==> config.mk <==
export PLATFORM = sky130hd
export DESIGN_NAME = mbhrr_responder
export DESIGN_NICKNAME = d
export VERILOG_FILES = /design/src/hdl/mbhrr_pkg.sv /design/src/hdl/mbhrr_crc16.sv /design/src/hdl/mbhrr_responder.sv
export SDC_FILE = /design/constraint.sdc
export NUM_CORES = 1
export LEC_CHECK = 0
export ABC_AREA = 1
export CORE_MARGIN = 4
export CORE_UTILIZATION = 35
export DETAILED_ROUTE_END_ITERATION = 6
export DONT_BUFFER_PORTS = 1
export GPL_ROUTABILITY_DRIVEN = 1
export PLACE_DENSITY_LB_ADDON = 0.05
export SETUP_SLACK_MARGIN = 0.3
export SYNTH_ARGS = -nofsm -noshare
export SYNTH_HDL_FRONTEND = slang
export SYNTH_SLANG_ARGS = --single-unit
export TNS_END_PERCENT = 100
==> constraint.sdc <==
create_clock -name clk -period 3.95 [get_ports clk]
set_clock_uncertainty 0.05 [all_clocks]
set_input_delay 0.395 -clock clk [delete_from_list [all_inputs] [get_ports clk]]
set_output_delay 0.395 -clock clk [all_outputs]
set_load 0.005 [all_outputs]
==> src/hdl/mbhrr_pkg.sv <==
package mbhrr_pkg;
  // Map of holding registers
  localparam logic [15:0] REG_STATION_ADDR  = 16'h0020;
  localparam logic [15:0] REG_IDENT_CODE    = 16'h0021;
  localparam logic [15:0] REG_FMT_FIRST     = 16'h0200;
  localparam logic [15:0] REG_FMT_LAST      = 16'h0257;
  localparam logic [15:0] REG_INT_FIRST     = 16'h0400;
  localparam logic [15:0] REG_INT_LAST      = 16'h0457;
  localparam logic [15:0] REG_MFR_FIRST     = 16'hFFFB;
  localparam logic [15:0] REG_MFR_LAST      = 16'hFFFF;
  // Identification value is arbitrary
  localparam logic [15:0] IDENT_CODE_VALUE  = 16'h5A01;
  localparam logic [15:0] MAX_COUNT         = 16'h0020;
  localparam logic [7:0]  FUNCTION_CODE_FIELD_READ_HOLDING = 8'h03;
  localparam logic [7:0]  EXC_BAD_FUNCTION  = 8'h01;
  localparam logic [7:0]  EXC_BAD_ADDRESS   = 8'h02;
  localparam logic [7:0]  EXC_BAD_VALUE     = 8'h03;
  localparam logic [7:0]  EXC_FLAG          = 8'h80;
  localparam logic [15:0] CRC_INIT          = 16'hFFFF;
  localparam logic [15:0] CRC_POLY          = 16'hA001;
  localparam logic [15:0] STATUS_VALID      = 16'h0000;
  localparam logic [15:0] STATUS_NOT_READY  = 16'h0001;
  localparam logic [15:0] STATUS_DISABLED   = 16'hFFFF;
  localparam int          NUM_CHANNELS      = 22;
  localparam int          REQ_BYTES         = 8;
  localparam logic [3:0]  REQ_LAST_IDX      = 4'h7;
  localparam logic [7:0]  RSP_HEADER_BYTES  = 8'h03;
  localparam logic [15:0] MFR_INFO_VALUE    = 16'h0000;
endpackage : mbhrr_pkg

==> src/hdl/mbhrr_crc16.sv <==
`timescale 1ns/100ps
module mbhrr_crc16 (
  // Clock and reset
  input  wire logic        clk,
  input  wire logic        srst,
  // Control
  input  wire logic        crc_clear,
  input  wire logic        crc_step,
  input  wire logic [7:0]  crc_byte,
  // Result
  output logic      [15:0] crc_reg
);
  function automatic logic [15:0] mbhrr_crc_byte(input logic [15:0] c, input logic [7:0] d);
    logic [15:0] r;
    r = c ^ {8'h00, d};
    for (int i = 0; i < 8; i++) begin
      r = r[0] ? ((r >> 1) ^ mbhrr_pkg::CRC_POLY) : (r >> 1);
    end
    return r;
  endfunction : mbhrr_crc_byte

  always_ff @(posedge clk) begin
    if (srst || crc_clear) begin
      crc_reg <= mbhrr_pkg::CRC_INIT;
    end else if (crc_step) begin
      crc_reg <= mbhrr_crc_byte(crc_reg, crc_byte);
    end
  end
endmodule : mbhrr_crc16

==> src/hdl/mbhrr_responder.sv <==
`timescale 1ns/100ps
module mbhrr_responder (
  // Clock and reset
  input  wire logic        clk,
  input  wire logic        srst,
  // Configuration
  input  wire logic [7:0]  station_address,
  // Request byte stream
  input  wire logic        rx_valid,
  input  wire logic [7:0]  rx_data,
  input  wire logic        frame_end,
  // Channel data source
  output logic      [15:0] word_addr_reg,
  input  wire logic [15:0] word_data,
  // Response byte stream
  output logic             tx_valid_reg,
  output logic      [7:0]  tx_data_reg,
  input  wire logic        tx_ready,
  output logic             tx_last_reg,
  output logic             busy_reg
);
  typedef enum logic [3:0] {
    ST_RECV = 4'b0001,
    ST_CHECK = 4'b0010,
    ST_SEND = 4'b0100,
    ST_CRC  = 4'b1000
  } mbhrr_state_e;

  mbhrr_state_e state_reg;
  logic [7:0]   req_reg [mbhrr_pkg::REQ_BYTES];
  logic [3:0]   rx_cnt_reg;
  logic         overflow_reg;
  logic [7:0]   hdr_reg [3];
  logic [7:0]   hdr_len_reg;
  logic [7:0]   idx_reg;
  logic [7:0]   total_reg;
  logic         exc_reg;
  logic [15:0]  start_reg;
  logic         crc_clear;
  logic         crc_step;
  logic [7:0]   crc_byte;
  logic [15:0]  crc_reg;
  logic [7:0]   byte_now;
  logic [15:0]  reg_word;
  logic [15:0]  rd_addr;
  logic         crc_phase_reg;

  function automatic logic in_range(input logic [15:0] a, input logic [15:0] lo,
                                    input logic [15:0] hi);
    return (a >= lo) && (a <= hi);
  endfunction : in_range

  function automatic logic block_ok(input logic [15:0] s, input logic [15:0] e);
    return (in_range(s, mbhrr_pkg::REG_STATION_ADDR, mbhrr_pkg::REG_IDENT_CODE)
            && in_range(e, mbhrr_pkg::REG_STATION_ADDR, mbhrr_pkg::REG_IDENT_CODE))
        || (in_range(s, mbhrr_pkg::REG_FMT_FIRST, mbhrr_pkg::REG_FMT_LAST)
            && in_range(e, mbhrr_pkg::REG_FMT_FIRST, mbhrr_pkg::REG_FMT_LAST))
        || (in_range(s, mbhrr_pkg::REG_INT_FIRST, mbhrr_pkg::REG_INT_LAST)
            && in_range(e, mbhrr_pkg::REG_INT_FIRST, mbhrr_pkg::REG_INT_LAST))
        || (in_range(s, mbhrr_pkg::REG_MFR_FIRST, mbhrr_pkg::REG_MFR_LAST)
            && (e >= s));
  endfunction : block_ok

  mbhrr_crc16 u_crc (
    .clk       (clk),
    .srst      (srst),
    .crc_clear (crc_clear),
    .crc_step  (crc_step),
    .crc_byte  (crc_byte),
    .crc_reg   (crc_reg)
  );

  // Data byte index within payload
  logic [7:0] data_idx;
  assign data_idx = idx_reg - hdr_len_reg;
  assign rd_addr  = start_reg + {9'h000, data_idx[7:1]};

  // Register content: own fields or the external channel source
  always_comb begin
    if (rd_addr == mbhrr_pkg::REG_STATION_ADDR) begin
      reg_word = {8'h00, station_address};
    end else if (rd_addr == mbhrr_pkg::REG_IDENT_CODE) begin
      reg_word = mbhrr_pkg::IDENT_CODE_VALUE;
    end else if (rd_addr >= mbhrr_pkg::REG_MFR_FIRST) begin
      reg_word = mbhrr_pkg::MFR_INFO_VALUE;
    end else begin
      reg_word = word_data;
    end
  end

  always_comb begin
    if (idx_reg < hdr_len_reg) begin
      byte_now = hdr_reg[idx_reg[1:0]];
    end else begin
      byte_now = data_idx[0] ? reg_word[7:0] : reg_word[15:8];
    end
  end

  // Clear after the final byte so the next request starts from the initial value
  assign crc_clear = (state_reg == ST_CHECK) || (state_reg == ST_RECV && frame_end)
                   || (state_reg == ST_CRC && crc_phase_reg && tx_valid_reg && tx_ready);
  assign crc_step  = (state_reg == ST_RECV && rx_valid && !frame_end)
                   || (state_reg == ST_SEND && tx_ready && tx_valid_reg);
  assign crc_byte  = (state_reg == ST_RECV) ? rx_data : tx_data_reg;

  // Request capture
  always_ff @(posedge clk) begin
    if (srst || state_reg != ST_RECV || frame_end) begin
      rx_cnt_reg   <= 4'h0;
      overflow_reg <= 1'b0;
    end else if (rx_valid) begin
      if (rx_cnt_reg < 4'(mbhrr_pkg::REQ_BYTES)) begin
        req_reg[rx_cnt_reg[2:0]] <= rx_data;
        rx_cnt_reg <= rx_cnt_reg + 4'h1;
      end else begin
        overflow_reg <= 1'b1;
      end
    end
  end

  // Frame decoding and response sequencing
  always_ff @(posedge clk) begin
    logic [15:0] cnt;
    logic [15:0] last;
    cnt  = {req_reg[4], req_reg[5]};
    last = {req_reg[2], req_reg[3]} + cnt - 16'h0001;
    if (srst) begin
      state_reg     <= ST_RECV;
      tx_valid_reg  <= 1'b0;
      tx_data_reg   <= 8'h00;
      tx_last_reg   <= 1'b0;
      busy_reg      <= 1'b0;
      idx_reg       <= 8'h00;
      total_reg     <= 8'h00;
      hdr_len_reg   <= 8'h00;
      exc_reg       <= 1'b0;
      start_reg     <= 16'h0000;
      crc_phase_reg <= 1'b0;
      word_addr_reg <= 16'h0000;
      for (int i = 0; i < 3; i++) begin
        hdr_reg[i] <= 8'h00;
      end
    end else begin
      case (state_reg)
        ST_RECV: begin
          // Frame end after exactly 8 bytes; residue zero means checksum ok
          if (frame_end && rx_cnt_reg == 4'(mbhrr_pkg::REQ_BYTES) && !overflow_reg
              && crc_reg == 16'h0000 && req_reg[0] == station_address) begin
            state_reg <= ST_CHECK;
            busy_reg  <= 1'b1;
          end
        end
        ST_CHECK: begin
          hdr_reg[0] <= station_address;
          start_reg  <= {req_reg[2], req_reg[3]};
          idx_reg    <= 8'h00;
          exc_reg    <= 1'b1;
          hdr_len_reg <= mbhrr_pkg::RSP_HEADER_BYTES;
          hdr_reg[1] <= req_reg[1] | mbhrr_pkg::EXC_FLAG;
          total_reg  <= mbhrr_pkg::RSP_HEADER_BYTES;
          if (req_reg[1] != mbhrr_pkg::FUNCTION_CODE_FIELD_READ_HOLDING) begin
            hdr_reg[2] <= mbhrr_pkg::EXC_BAD_FUNCTION;
          end else if (cnt == 16'h0000 || cnt > mbhrr_pkg::MAX_COUNT) begin
            hdr_reg[2] <= mbhrr_pkg::EXC_BAD_VALUE;
          end else if (!block_ok({req_reg[2], req_reg[3]}, last)) begin
            hdr_reg[2] <= mbhrr_pkg::EXC_BAD_ADDRESS;
          end else begin
            exc_reg    <= 1'b0;
            hdr_reg[1] <= req_reg[1];
            hdr_reg[2] <= {cnt[6:0], 1'b0};
            total_reg  <= mbhrr_pkg::RSP_HEADER_BYTES + {cnt[6:0], 1'b0};
          end
          state_reg <= ST_SEND;
        end
        ST_SEND: begin
          word_addr_reg <= rd_addr;
          // Data bytes wait until the source answers the current address
          if (!tx_valid_reg && (idx_reg < hdr_len_reg || word_addr_reg == rd_addr)) begin
            tx_valid_reg <= 1'b1;
            tx_data_reg  <= byte_now;
          end else if (tx_valid_reg && tx_ready) begin
            if (idx_reg + 8'h01 == total_reg) begin
              tx_valid_reg <= 1'b0;
              state_reg    <= ST_CRC;
              crc_phase_reg <= 1'b0;
            end else begin
              tx_valid_reg <= 1'b0;
              idx_reg      <= idx_reg + 8'h01;
            end
          end
        end
        ST_CRC: begin
          if (!tx_valid_reg) begin
            tx_valid_reg <= 1'b1;
            tx_data_reg  <= crc_phase_reg ? crc_reg[15:8] : crc_reg[7:0];
            tx_last_reg  <= crc_phase_reg;
          end else if (tx_ready) begin
            tx_valid_reg <= 1'b0;
            tx_last_reg  <= 1'b0;
            if (crc_phase_reg) begin
              state_reg <= ST_RECV;
              busy_reg  <= 1'b0;
            end
            crc_phase_reg <= 1'b1;
          end
        end
        default: begin
          state_reg <= ST_RECV;
        end
      endcase
    end
  end
endmodule : mbhrr_responder

==> out/results.tsv <==
metric	value	unit
Synth Instances	1368	
power density cells	286	nW/um2
multi-input logic area	6330	um2
CP required	4270	ps
CP cell instances	inv_4, buf_4, fa_2, buf_6, xor2_1, buf_4, fa_2, inv_2, or2_2, a22oi_1, nand3_1, nor3_2, nand2_1, nor3_2, nand3_2, nand3_4, nand2_8, nor2_4, nand2_1, a21oi_2	
status	finished with violations	
initial antenna violation count	0	
starting density of the core	35.5	%
hpwl dp	25100	um
clk_lat worst skew	430	ps
Filler cells	2934	
# nets final	1610	
synthesized cell area	10200	um2
Die H	179	um
RSZ-0062 raised after global routing	yes	
setup violators final	0	
routed wire length per instance	17.7	um
Critical Path End Type	register	
Max Slew Vio Count	0	
asr flop ratio synth	0	%
family with the most delay on the worst path	simple AND/OR/NAND/NOR gates	
critical path's slowest cell	fa_2	
flop2flop setup slack	250	ps
crit path DAT	4020	ps
I/O pin total	64	
R2R depth	20	
GRT Total Usage	21.2	%
Antenna diodes	0	
final hold slack	-0.0513	ps
Clock Sinks	159	
share of layout cells above drive strength 1	26.4	%
detailed-route DRC error count	0	
Bufs on Longest Clock Path	2	
Post-Syn Nets	1466	
total iterations of the first detailed-routing run	5	
GP Congestion	0.863	
Buf/Inv on CP	5	
Top FF cell, synth	dfxtp_1	
CP max stage delay	530	ps
largest net degree at the start of global routing	34	
H-tree depth	4	
Rel. slew slack	28.6	%
min cycle time layout	3700	ps
TritonCTS buffer count	17	
Peak Freq	271	MHz
Avg Synthesized Cell Area	7.45	um2
Die W	179	um
Die ar.	31900	um2
Max FO, Critical Path	7	
CTS tree	yes	
WS Path Type	reg -> reg	
number of flip-flops in the largest register	48	
Final Power	3860	uW
Max Cap Viol	0	
vias in the first global route	9241	
Ys Warns	0	
Rows	62	
CP startpoint kind	register	
Worst VDD drop	0.236	mV
antenna viol nets, final	0	
failing checks	hold timing	
type of the worst min-delay path	in -> reg	
Netlist cell types	56	
final period utilization	93.6	%
grt total ovfl	0	
Worst Setup SP	total_reg[0]	
synthesized flop and latch total	159	
DRT iter0 DRCs	581	
Worst path depth	20	
Post-synth EDFFs	72	
Seq/Total Area, Yosys	38.3	%
Reg2Reg Capture Point	tx_data_reg[1]	
LEAKAGE	0.00597	uW
DRT Wirelength	33800	um
Crit Reg-Reg Startpoint	total_reg[0]	
Root Driver	clkbuf_16	
area growth from synthesis to layout	32.3	%
Vias	9483	
register area	3910	um2
clk slew on worst S/H paths	80	ps
via density per instance	4.97	
worst-margin pin slew	1070	ps
Worst Setup EP	tx_data_reg[1]	
core outline area	28700	um2
PortBufs	0	
final hold vios	1	
global-route wire length before repair	51800	um
==> cell usage in the layout (no fill, tap or decap), types with 19 or more instances in the layout <==
cell type	instances
buf_4	105
buf_6	20
nor2_1	82
nand4_1	35
dfxtp_1	84
xor2_1	46
dlygate4sd3_1	28
nand3_1	76
a21oi_1	71
inv_1	190
ha_1	36
ha_4	20
edfxtp_1	72
nand2_1	255
nand2_2	49
nor3_1	19
inv_2	31
o21ai_0	53
==> worst reg2reg max path, cell delays in order (launching register included) <==
cell     delay, ps
dfxtp_4        380
inv_4           40
buf_4          130
fa_2           410
buf_6          130
xor2_1         130
buf_4          160
fa_2           540
inv_2           60
or2_2          270
a22oi_1        140
nand3_1        110
nor3_2         130
nand2_1         90
nor3_2         140
nand3_2        150
nand3_4        140
nand2_8        110
nor2_4         150
nand2_1         70
a21oi_2        120
==> routing by layer <==
metal  vias up  global-route usage (%)  wire, um
met2       194                    34.3     15600
met3        29                    4.37      1700
met4         0                    4.38       471
met1      4475                    29.5     15900
met5         -                       0         0
li1       4785                       -         -
==> kinds of logic (layout without fill, tap and decap cells) <==
| kind of cell | count (synthesis) | in the layout | synth area share (%) |
|---|---|---|---|
| multiplexers | 1 | 1 | 0.0982 |
| other | 1 | 1 | 0.0368 |
| AND/OR/NAND/NOR | 629 | 630 | 27.5 |
| XOR/XNOR | 64 | 64 | 5.83 |
| flip-flops | 159 | 159 | 38.3 |
| AO/OA/AOI/OAI | 195 | 195 | 10.8 |
| adder cells (fa/ha/maj) | 61 | 61 | 7.71 |
| buffers and inverters | 258 | 414 | 9.81 |
==> worst min-delay path by stage <==
stage,start,depth (start not counted),to
after global placement,total_reg[7],2,total_reg[7]
final,srst,1,tx_data_reg[1]
after floorplan,total_reg[7],2,total_reg[7]
after CTS,srst,1,tx_data_reg[1]
after global routing,srst,1,tx_data_reg[6]
after detailed placement,total_reg[7],2,total_reg[7]
==> cell type report <==
type,count,share of cell area [%]
clock buffer,17,3.15
clock inverter,15,1.14
inverter,228,6.46
multi-input combinational,952,46.9
sequential,159,29.0
tap,384,3.56
timing repair buffer,154,9.74
==> cell usage after synthesis (4+ instances only) <==
master,instances,area [um2]
nand2_1,312,1170
dfxtp_1,87,1740
a211oi_1,6,45.0
nor2_1,103,387
clkbuf_1,21,78.8
a21oi_2,5,43.8
nor3_1,27,135
xor2_1,49,429
o211ai_1,10,75.1
nand3_1,96,480
edfxtp_1,72,2160
buf_2,4,20.0
nand3_2,6,60.1
ha_1,58,726
o21ai_0,58,290
nand2_2,9,56.3
a21oi_1,87,435
nand4_1,35,219
inv_2,4,15.0
or2_2,7,43.8
o22ai_1,9,56.3
nor4_1,14,87.6
xnor2_1,12,105
o21ai_1,4,20.0
inv_1,223,837
nor2_2,6,37.5
==> through the flow <==
step                cells  cell area (um2)  setup WS [ps]  utilization [%]  setup TNS, ps
floorplan            1368            10200            391                -              0
global placement     1801            11100          -79.0             38.8           -329
detailed placement   1801            11100           -104             38.8           -445
CTS                  1888            13000            212             45.2              0
global route         1909            13500           69.2             47.0              0
finish               1909            13500            255             47.0              0
==> power by group <==
part           leakage (uW)  switching (uW)  total, uW  internal (uW)
combinational       0.00430             289        450            161
clock              0.000283             743       1640            892
sequential          0.00138            23.1       1770           1750
==> repair_timing <==
action | CTS | global route
gates cloned | 1 | 0
hold buffers | 22 | 6
pin swaps | 87 | 56
hold endpoints to repair | 54 | 17
setup endpoints to repair | 22 | 26
buffers inserted | 32 | 15
gates resized for setup | 186 | 95
Power figures use the tool's default switching activity.
